**config.mk**
```make
export PLATFORM = sky130hd
export DESIGN_NAME = adc_lp_host_flat
export DESIGN_NICKNAME = d
export VERILOG_FILES = /design/src/common/lp_pkg.sv /design/src/common/lp_link_if.sv /design/src/hw/adc_lp_host.sv /design/src/flat_wrapper.sv
export SDC_FILE = /design/constraint.sdc
export NUM_CORES = 1
export LEC_CHECK = 0
export ABC_CLOCK_PERIOD_IN_PS = 4960
export BUFFER_PORTS_ARGS = -buffer_cell sky130_fd_sc_hd__buf_2
export CORE_MARGIN = 2
export CORE_UTILIZATION = 52
export CTS_CLUSTER_SIZE = 10
export DETAILED_ROUTE_END_ITERATION = 16
export MAX_ROUTING_LAYER = met4
export PLACE_DENSITY = 0.86
export SETUP_SLACK_MARGIN = 0.5
export SYNTH_ARGS = -nofsm -noshare
export SYNTH_HDL_FRONTEND = slang
export SYNTH_SLANG_ARGS = --single-unit
```
**constraint.sdc**
```tcl
create_clock -name pclk -period 4.96 [get_ports pclk]
set_clock_uncertainty 0.1 [all_clocks]
set_input_delay 0.992 -clock pclk [delete_from_list [all_inputs] [get_ports pclk]]
set_output_delay 0.992 -clock pclk [all_outputs]
set_load 0.02 [all_outputs]
```
**src/common/lp_pkg.sv**
```systemverilog
// constants shared by both ends of the low-power control link
// assumes a single 20 MHz clock shared by host and converter end
package lp_pkg;
    localparam int CLK_NS = 50;
    // converter register map as seen over the link
    localparam logic [7:0] KEY_ADDR = 8'h05;
    localparam logic [7:0] KEY_VALUE = 8'h69;
    localparam logic [7:0] PWRCTL_ADDR = 8'h04;
    localparam int LS_EN_BIT = 0;
    localparam int DS_REQ_BIT = 1;
    localparam logic [7:0] PWRCTL_RESET = 8'h00;
    // times in ns and their cycle counts, least times rounded up
    localparam int CONV_NS = 1000;
    localparam int LS_WAKE_NS = 2000;
    localparam int PWRUP_NS = 50000;
    localparam int CONV_CYCLES = (CONV_NS + CLK_NS - 1) / CLK_NS;
    localparam int LS_WAKE_CYCLES = (LS_WAKE_NS + CLK_NS - 1) / CLK_NS;
    localparam int PWRUP_CYCLES = (PWRUP_NS + CLK_NS - 1) / CLK_NS;
    // host apb register offsets
    localparam logic [7:0] CFG_OFS = 8'h00;
    localparam logic [7:0] CMD_OFS = 8'h04;
    localparam logic [7:0] STATUS_OFS = 8'h08;
    localparam int CFG_LS_EN_BIT = 0;
    localparam int CFG_HOLD_BIT = 1;
    localparam logic [1:0] CFG_RESET = 2'h0;
    typedef enum logic [2:0] {
        OP_NONE = 3'h0,
        OP_CONVERT = 3'h1,
        OP_CONFIG_LS = 3'h2,
        OP_DS_ENTER = 3'h3,
        OP_DS_EXIT = 3'h4,
        OP_WAKE = 3'h5
    } op_t;
endpackage

```
**src/common/lp_link_if.sv**
```systemverilog
// link between host controller and converter low-power control
// assumes both ends run on the same pclk
`timescale 1ns/1ps
`default_nettype none
interface lp_link_if;
    logic convert_start_select;
    logic ready_indicator;
    logic reg_wr_strobe;
    logic [7:0] reg_wr_addr;
    logic [7:0] reg_wr_data;
    modport device (
        input convert_start_select,
        input reg_wr_strobe,
        input reg_wr_addr,
        input reg_wr_data,
        output ready_indicator
    );
    modport host (
        output convert_start_select,
        output reg_wr_strobe,
        output reg_wr_addr,
        output reg_wr_data,
        input ready_indicator
    );
endinterface
`default_nettype wire

```
**src/hw/adc_lp_host.sv**
```systemverilog
// host controller: apb slave that sequences the converter link
// assumes shared pclk; software polls the status busy bit
//
// Decided for this implementation: the placing of the registers and the APB register port.
`timescale 1ns/1ps
`default_nettype none
module adc_lp_host #(
    parameter int WAKE_CYCLES = lp_pkg::LS_WAKE_CYCLES,
    parameter int PWRUP_CYCLES = lp_pkg::PWRUP_CYCLES
) (
    input wire logic pclk,
    input wire logic presetn,
    input wire logic psel,
    input wire logic penable,
    input wire logic pwrite,
    input wire logic [7:0] paddr,
    input wire logic [31:0] pwdata,
    output logic [31:0] prdata,
    output logic pready,
    output logic pslverr,
    lp_link_if.host link
);
    typedef enum logic [2:0] {
        H_IDLE,
        H_KEY,
        H_CTL,
        H_RISE,
        H_BUSY,
        H_WAIT,
        H_DS_EDGE,
        H_DS_DROP
    } host_state_t;

    host_state_t state_r;
    lp_pkg::op_t op_r;
    logic [1:0] cfg_r;
    logic ls_sh_r;
    logic ds_sh_r;
    logic cs_r;
    logic conv_after_r;
    logic [15:0] cnt_r;
    logic wr_stb_r;
    logic [7:0] wr_addr_r;
    logic [7:0] wr_data_r;
    logic apb_wr;
    logic mapped;
    logic cmd_go;
    logic [2:0] cmd_op;

    function automatic logic [15:0] load_count(input int cycles);
        if (cycles < 2) begin
            return 16'h0000;
        end
        return 16'(cycles - 1);
    endfunction

    assign mapped = paddr == lp_pkg::CFG_OFS || paddr == lp_pkg::CMD_OFS || paddr == lp_pkg::STATUS_OFS;
    assign apb_wr = psel && penable && pwrite && mapped;
    assign cmd_op = pwdata[2:0];
    assign cmd_go = apb_wr && paddr == lp_pkg::CMD_OFS && state_r == H_IDLE
                    && cmd_op != lp_pkg::OP_NONE && cmd_op <= lp_pkg::OP_WAKE;
    assign pready = 1'b1;
    assign pslverr = psel && penable && !mapped;

    always_comb begin
        prdata = 32'h0000_0000;
        if (paddr == lp_pkg::CFG_OFS) begin
            prdata = {30'h0000_0000, cfg_r};
        end else if (paddr == lp_pkg::STATUS_OFS) begin
            prdata = {27'h000_0000, ds_sh_r, ls_sh_r, cs_r, link.ready_indicator, state_r != H_IDLE};
        end
    end

    always_ff @(posedge pclk or negedge presetn) begin
        if (!presetn) begin
            cfg_r <= lp_pkg::CFG_RESET;
        end else if (apb_wr && paddr == lp_pkg::CFG_OFS) begin
            cfg_r <= pwdata[1:0];
        end
    end

    // every control write is preceded by the key write, one cycle apart
    always_ff @(posedge pclk or negedge presetn) begin
        if (!presetn) begin
            state_r <= H_IDLE;
            op_r <= lp_pkg::OP_NONE;
            cs_r <= 1'b0;
            conv_after_r <= 1'b0;
            cnt_r <= 16'h0000;
            wr_stb_r <= 1'b0;
            wr_addr_r <= 8'h00;
            wr_data_r <= 8'h00;
            ls_sh_r <= 1'b0;
            ds_sh_r <= 1'b0;
        end else begin
            wr_stb_r <= 1'b0;
            if (cnt_r != 16'h0000) begin
                cnt_r <= cnt_r - 16'h0001;
            end
            unique case (state_r)
                H_IDLE: begin
                    if (cmd_go) begin
                        op_r <= lp_pkg::op_t'(cmd_op);
                        if (cmd_op == lp_pkg::OP_CONVERT && cs_r) begin
                            cs_r <= 1'b0;
                            conv_after_r <= 1'b1;
                            cnt_r <= load_count(WAKE_CYCLES);
                            state_r <= H_WAIT;
                        end else if (cmd_op == lp_pkg::OP_CONVERT) begin
                            cs_r <= 1'b1;
                            state_r <= H_RISE;
                        end else if (cmd_op == lp_pkg::OP_WAKE) begin
                            cs_r <= 1'b0;
                            cnt_r <= load_count(WAKE_CYCLES);
                            state_r <= H_WAIT;
                        end else begin
                            wr_stb_r <= 1'b1;
                            wr_addr_r <= lp_pkg::KEY_ADDR;
                            wr_data_r <= lp_pkg::KEY_VALUE;
                            state_r <= H_KEY;
                        end
                    end
                end
                H_KEY: begin
                    wr_stb_r <= 1'b1;
                    wr_addr_r <= lp_pkg::PWRCTL_ADDR;
                    wr_data_r <= 8'h00;
                    if (op_r == lp_pkg::OP_CONFIG_LS) begin
                        wr_data_r[lp_pkg::LS_EN_BIT] <= cfg_r[lp_pkg::CFG_LS_EN_BIT];
                        wr_data_r[lp_pkg::DS_REQ_BIT] <= ds_sh_r;
                        ls_sh_r <= cfg_r[lp_pkg::CFG_LS_EN_BIT];
                    end else begin
                        wr_data_r[lp_pkg::LS_EN_BIT] <= ls_sh_r;
                        wr_data_r[lp_pkg::DS_REQ_BIT] <= (op_r == lp_pkg::OP_DS_ENTER);
                        ds_sh_r <= (op_r == lp_pkg::OP_DS_ENTER);
                    end
                    state_r <= H_CTL;
                end
                H_CTL: begin
                    if (op_r == lp_pkg::OP_DS_ENTER) begin
                        state_r <= H_DS_EDGE;
                    end else if (op_r == lp_pkg::OP_DS_EXIT) begin
                        cnt_r <= load_count(PWRUP_CYCLES);
                        state_r <= H_WAIT;
                    end else begin
                        state_r <= H_IDLE;
                    end
                end
                H_DS_EDGE: begin
                    cs_r <= 1'b1;
                    state_r <= H_DS_DROP;
                end
                H_DS_DROP: begin
                    cs_r <= 1'b0;
                    state_r <= H_IDLE;
                end
                H_RISE: begin
                    if (!link.ready_indicator) begin
                        // without hold the pin must already be low when the conversion ends
                        cs_r <= cfg_r[lp_pkg::CFG_HOLD_BIT];
                        state_r <= H_BUSY;
                    end
                end
                H_BUSY: begin
                    if (link.ready_indicator) begin
                        // holding the pin high lets the converter nap after this sample
                        cs_r <= cfg_r[lp_pkg::CFG_HOLD_BIT];
                        state_r <= H_IDLE;
                    end
                end
                H_WAIT: begin
                    if (cnt_r == 16'h0000) begin
                        conv_after_r <= 1'b0;
                        if (conv_after_r) begin
                            cs_r <= 1'b1;
                            state_r <= H_RISE;
                        end else begin
                            state_r <= H_IDLE;
                        end
                    end
                end
            endcase
        end
    end

    assign link.convert_start_select = cs_r;
    assign link.reg_wr_strobe = wr_stb_r;
    assign link.reg_wr_addr = wr_addr_r;
    assign link.reg_wr_data = wr_data_r;
endmodule
`default_nettype wire

```
**src/flat_wrapper.sv**
```systemverilog
// flat-port wrapper written by rule: the top's interface ports become plain ports
module adc_lp_host_flat 
#(
    parameter int WAKE_CYCLES = lp_pkg::LS_WAKE_CYCLES,
    parameter int PWRUP_CYCLES = lp_pkg::PWRUP_CYCLES
)
  (pclk, presetn, psel, penable, pwrite, paddr, pwdata, prdata, pready, pslverr, link_convert_start_select, link_reg_wr_strobe, link_reg_wr_addr, link_reg_wr_data, link_ready_indicator);
  lp_link_if link_i ();
  input wire logic pclk;
  input wire logic presetn;
  input wire logic psel;
  input wire logic penable;
  input wire logic pwrite;
  input wire logic [7:0] paddr;
  input wire logic [31:0] pwdata;
  output logic [31:0] prdata;
  output logic pready;
  output logic pslverr;
  output wire logic [$bits(link_i.convert_start_select)-1:0] link_convert_start_select;
  output wire logic [$bits(link_i.reg_wr_strobe)-1:0] link_reg_wr_strobe;
  output wire logic [$bits(link_i.reg_wr_addr)-1:0] link_reg_wr_addr;
  output wire logic [$bits(link_i.reg_wr_data)-1:0] link_reg_wr_data;
  input wire logic [$bits(link_i.ready_indicator)-1:0] link_ready_indicator;
  assign link_convert_start_select = link_i.convert_start_select;
  assign link_reg_wr_strobe = link_i.reg_wr_strobe;
  assign link_reg_wr_addr = link_i.reg_wr_addr;
  assign link_reg_wr_data = link_i.reg_wr_data;
  assign link_i.ready_indicator = link_ready_indicator;
  adc_lp_host #(.WAKE_CYCLES(WAKE_CYCLES), .PWRUP_CYCLES(PWRUP_CYCLES)) u_core (.pclk(pclk), .presetn(presetn), .psel(psel), .penable(penable), .pwrite(pwrite), .paddr(paddr), .pwdata(pwdata), .prdata(prdata), .pready(pready), .pslverr(pslverr), .link(link_i));
endmodule
```
==> results of run 1 <==
[routing by layer]
| metal | vias to the layer above | wire length (microns) |
|---|---|---|
| met5 | - | 0 |
| met4 | 0 | 61 |
| met3 | 12 | 239 |
| met2 | 58 | 2250 |
| met1 | 857 | 1930 |
| li1 | 874 | - |
[critical path: stages]
cell and delay (ns):
buf_2 0.10, nor4_2 0.30, nand2_1 0.15, a2111oi_0 0.38
buf_2 0.24
[power by group through the flow]
stage          Combinational, mW  Clock [mW]  Sequential (mW)
6_report                   0.358       0.265            0.410
5_1_grt                    0.402       0.277            0.420
4_1_cts                    0.358       0.268            0.406
3_5_place_dp               0.351           0            0.412
3_3_place_gp               0.343           0            0.408
2_1_floorplan              0.320           0            0.381
[cells by family after synthesis]
| group | after synthesis | synth area share |
|---|---|---|
| buf+inv | 53 | 0.153 |
| compound gates | 42 | 0.132 |
| mux | 9 | 0.0426 |
| fa+ha+maj | 2 | 0.0109 |
| flops | 33 | 0.361 |
| xor+xnor | 13 | 0.0497 |
| other cells | 2 | 0.00328 |
| simple gates | 100 | 0.248 |
[how the worst max path moves through the flow]
stage              from   endpoint  slack [ns]  cells after the start
6_report       paddr[5]  prdata[0]        1.70                      5
4_1_cts        paddr[5]  prdata[0]        1.71                      5
5_1_grt        paddr[5]  prdata[0]        1.53                      5
3_5_place_dp   paddr[5]  prdata[0]        1.72                      5
3_3_place_gp   paddr[5]  prdata[0]        1.74                      5
2_1_floorplan  paddr[5]  prdata[0]        1.33                      3
[synth_stat cells, drive strengths merged, types with 3 or more instances]
| cell type | instances |
|---|---|
| xor2 | 11 |
| inv | 7 |
| dfrtp | 33 |
| nand2 | 19 |
| mux2 | 6 |
| buf | 41 |
| mux2i | 3 |
| clkbuf | 5 |
| nor4 | 6 |
| nand3 | 10 |
| o21ai | 10 |
| or3 | 6 |
| nor2b | 5 |
| nand2b | 5 |
| and3 | 4 |
| a21oi | 11 |
| nor2 | 26 |
| nand4b | 4 |
| nor3 | 5 |
| a21o | 3 |
[sequential cells by signal, indices dropped and copies added (netlist names), 2 cells and up]
register and cells:
u_core.op_r 3, u_core.link.reg_wr_data 3, u_core.cnt_r 16, u_core.cfg_r 2, u_core.state_r 3
[through the flow]
stage	instances	instance area [sq um]	util	total power, mW
2_1_floorplan	289	2420	-	0.702
3_3_place_gp	326	2320	0.540	0.752
3_5_place_dp	326	2320	0.540	0.763
4_1_cts	334	2430	0.566	1.03
5_1_grt	334	2430	0.566	1.10
6_report	334	2430	0.566	1.03
[final cells by class]
type | instances | area (sq um) | area share
clock buffer | 5 | 68.8 | 0.0283
clock inverter | 3 | 46.3 | 0.0190
inverter | 7 | 26.3 | 0.0108
multi-input combinational | 203 | 1240 | 0.512
sequential | 33 | 826 | 0.340
tap | 52 | 65.1 | 0.0267
timing repair buffer | 31 | 155 | 0.0638
==> out/qor.txt, run 1 <==
Post-synth EDFFs = 0
Switching Share = 0.402
post-layout net count = 329
critical path data arrival time = 2.16 ns
layout cells sized above 1 = 0.191
kind of critical path = in -> out
R2R setup slack = 2.61 ns
cell taking the most area after synthesis = dfrtp_1
R2R Path End = u_core.ls_sh_r
Max Buffers Root-to-Sink = 2
hold slack = 0.382 ns
part of the power in the clock network = 0.256
internal power = 0.618 mW
Final Hold Viols = 0
core box area = 4290 sq um
PortBufs = 31
WL/cell = 13.4 microns
max_slew headroom = 0.517
Leak Pwr = 1.14 nW
vias after detailed routing = 1801
post-synth top area share = 0.361
Initial Utilization = 0.533
first-pass GRT wire length = 7390 microns
die height = 70.4 microns
global routing met1 resource utilization = 0.237
Worst setup EP type = output port
CTS Buf Count = 5
Slew @ Worst Pin = 0.725 ns
Std-Cell Rows = 24
gr usage total = 0.193
RSZ-0062 raised after global routing = false
Final WS setup = 1.70 ns
commonest cells after routing, fill and taps aside = conb_1, dfrtp_1, buf_2
Die ar. = 4950 sq um
Post-CTS Setup Bufs = 0
Logic pwr share = 0.347
FILL cells = 386
M3 GR Usage = 0.0390
crit share post-route = 0.657
Post-Place Worst Slack = 1.72 ns
post-synthesis sequential area ratio = 0.361
Crit path required time = 3.87 ns
WHS Path Cells = 1
drt first pass iters = 4
crit start category = input pin
Clock transition at path regs = 0.08 ns
Synth area leaders = dfrtp_1, buf_4, nor2_1, xor2_1, nand2_1
status = completed
Warnings, synthesis = 0
Worst R2R Path Depth = 5
largest net degree at the start of global routing = 34
Hold EP = u_core.link.reg_wr_addr[2]
FFs w/ async S/R, synth = 1.00
worst r2r src = u_core.state_r[0]
Syn Area/Cell = 9.01 sq um
vias in the first global route = 1596
#FFs+latches synth = 33
initial antenna violation count = 0
GRT overflow = 0
Unique masters post-synth = 55
Post-CTS Hold Fix Bufs = 0
DR iter-0 viols = 78
Worst Hold Class = reg -> reg
Post-DRT Antenna Nets = 0
dpl hpwl = 3210 microns
CTS Sinks = 33
Gate Count Post-Synth = 254
Seq pwr share = 0.397
CTS tree = built
GRT Max-Usage Layer = met2
GPL Wtd Cong = 0.910
routed vias/inst = 5.39
Die W = 70.4 microns
Residual DRC = 0
area delta synth->final = 6.23%
PwrDens = 425 nW/um^2
maximum vdd drop = 0.222 mV
Ports = 98
CTS H-tree depth = 2
# setup viols final = 0
final setup TNS = 0 ns
Post-CTS Resized = 0
Net Sw Power = 0.415 mW
Max Clock Freq = 307 MHz
Slew Viols, Final = 0
Worst Path Max Fanout = 4
Skew-Pair Late Insertion Delay = 0.30 ns
top_reg_cell synth = dfrtp_1
total wire length = 4480 microns
Max Cap Violations = 0
fin crit period = 3.26 ns
Hold Path Origin = u_core.link.reg_wr_addr[2]
synthesized area = 2290 sq um
root buf cell = clkbuf_8
commonest non-fill, non-tap cell in the layout = conb_1
GR met2 Demand/Resource = 0.318
ANT cells = 0
No activity file was read; power rests on OpenSTA's default activity.
==> run 2: changes to the inputs <==
- ABC_CLOCK_PERIOD_IN_PS: 4960 -> 3350
- CORE_UTILIZATION: 52 -> 48
- PLACE_DENSITY: 0.86 -> 0.8
- clock period: 4.96 -> 3.35 ns (I/O delays scaled with it)
==> run 2 against run 1 <==
  * Non-clock buffer count unchanged
  * Critical path depth unchanged
  * Final area down 0.41%
  * Via count down 1.5%
  * Sequential power up 48%
  * Global-route usage down 1.1 points
  * Register-to-register slack worse by 1.7 ns
  * Die area up 7.9%
  * Largest power group unchanged
  * Highest routed layer unchanged
==> out/qor.txt, run 2 (same netlist as run 1, synthesis figures left out) <==
Residual DRC = 0
Top delay family on crit path = simple AND/OR/NAND/NOR gates
Initial Utilization = 0.491
Seq pwr share = 0.412
total wire length = 4380 microns
Worst setup startpoint = paddr[5]
initial antenna violation count = 0
Slew Viols, Final = 0
post-layout net count = 329
Post-DRT Antenna Nets = 0
critical path data arrival time = 1.81 ns
Final WS setup = 0.768 ns
PortBufs = 31
CTS tree = built
Switching Share = 0.402
Die W = 73.1 microns
Slew @ Worst Pin = 0.735 ns
Worst Path Max Fanout = 4
Post-CTS Setup Bufs = 0
crit start category = input pin
Worst Hold Class = in -> async
DR iter-0 viols = 121
Std-Cell Rows = 25
Crit path largest cell delay = 0.36 ns
Leak Pwr = 1.14 nW
commonest cells after routing, fill and taps aside = conb_1, dfrtp_1, buf_2
Clock transition at path regs = 0.07 ns
root buf cell = clkbuf_8
worst r2r src = u_core.state_r[0]
Die ar. = 5340 sq um
Final Hold Viols = 0
internal power = 0.879 mW
Max Clock Freq = 387 MHz
CP Cell Sequence = buf_2 -> nor4_2 -> nand2_1 -> a2111oi_1 -> buf_2
Worst setup EP type = output port
CTS Buf Count = 5
critical path's most frequent cell = buf_2
area delta synth->final = 5.79%
max reg flops = 16
maximum vdd drop = 0.330 mV
WP buf/inv = 2
Crit path required time = 2.58 ns
GPL Wtd Cong = 0.873
Max Buffers Root-to-Sink = 2
vias after detailed routing = 1774
Net Sw Power = 0.591 mW
Ports = 98
CTS Sinks = 33
max_slew headroom = 0.510
Critical-path top delay cell = a2111oi_1
R2R setup slack = 0.95 ns
CTS H-tree depth = 2
# setup viols final = 0
kind of critical path = in -> out
Post-CTS Resized = 0
RSZ-0062 raised after global routing = false
PwrDens = 607 nW/um^2
Logic pwr share = 0.357
die height = 73.1 microns
final setup TNS = 0 ns
gr usage total = 0.182
largest register by flop count = u_core.cnt_r
largest net degree at the start of global routing = 34
Post-Place Worst Slack = 0.738 ns
dpl hpwl = 3240 microns
Max Cap Violations = 0
ANT cells = 0
GRT overflow = 0
Worst R2R Path Depth = 5
FILL cells = 420
R2R Path End = u_core.ls_sh_r
Post-CTS Hold Fix Bufs = 0
commonest non-fill, non-tap cell in the layout = conb_1
crit share post-route = 0.771
fin crit period = 2.58 ns
part of the power in the clock network = 0.230
vias in the first global route = 1591
drt first pass iters = 4
status = completed
core box area = 4660 sq um
routed vias/inst = 5.28
Skew-Pair Late Insertion Delay = 0.29 ns
layout cells sized above 1 = 0.191
first-pass GRT wire length = 7330 microns
WL/cell = 13.0 microns
## run 2: layout make-up
cell class	instances	area, sq um	area share
multi-input combinational	203	1250	0.514
sequential	33	826	0.341
timing repair buffer	31	155	0.0640
clock buffer	7	96.3	0.0398
tap	54	67.6	0.0279
inverter	7	26.3	0.0108
clock inverter	1	5.00	0.00207
## run 2: how the worst max path moves through the flow
stage	end	slack [ns]	depth (start not counted)
CTS	prdata[0]	0.76	5
finish	prdata[0]	0.77	5
floorplan	prdata[0]	0.61	3
global placement	u_core.cnt_r[11]	0.76	6
global route	prdata[0]	0.58	5
detailed placement	u_core.cnt_r[11]	0.74	6
## run 2: metrics by stage
step	util	power, mW	std cells	hold slack [ns]	area (sq um)
2_1_floorplan	-	1.04	289	0.274	2420
3_3_place_gp	0.498	1.12	328	0.355	2320
3_5_place_dp	0.498	1.13	328	0.362	2320
4_1_cts	0.520	1.48	336	0.363	2420
5_1_grt	0.520	1.57	336	0.396	2420
6_report	0.520	1.47	336	0.335	2420
## run 2: layer usage
layer  track usage  wire, microns  up-vias
met2         0.293           2180       64
li1              -              -      871
met5             -              0        -
met3        0.0511            249        6
met1         0.224           1900      833
met4        0.0494             50        0
## run 2: power by group through the flow
| stage | Combinational (mW) | Sequential [mW] | Clock [mW] |
|---|---|---|---|
| floorplan | 0.475 | 0.565 | 0 |
| global placement | 0.512 | 0.606 | 0 |
| detailed placement | 0.522 | 0.612 | 0 |
| CTS | 0.530 | 0.605 | 0.342 |
| global route | 0.583 | 0.624 | 0.361 |
| finish | 0.525 | 0.606 | 0.339 |
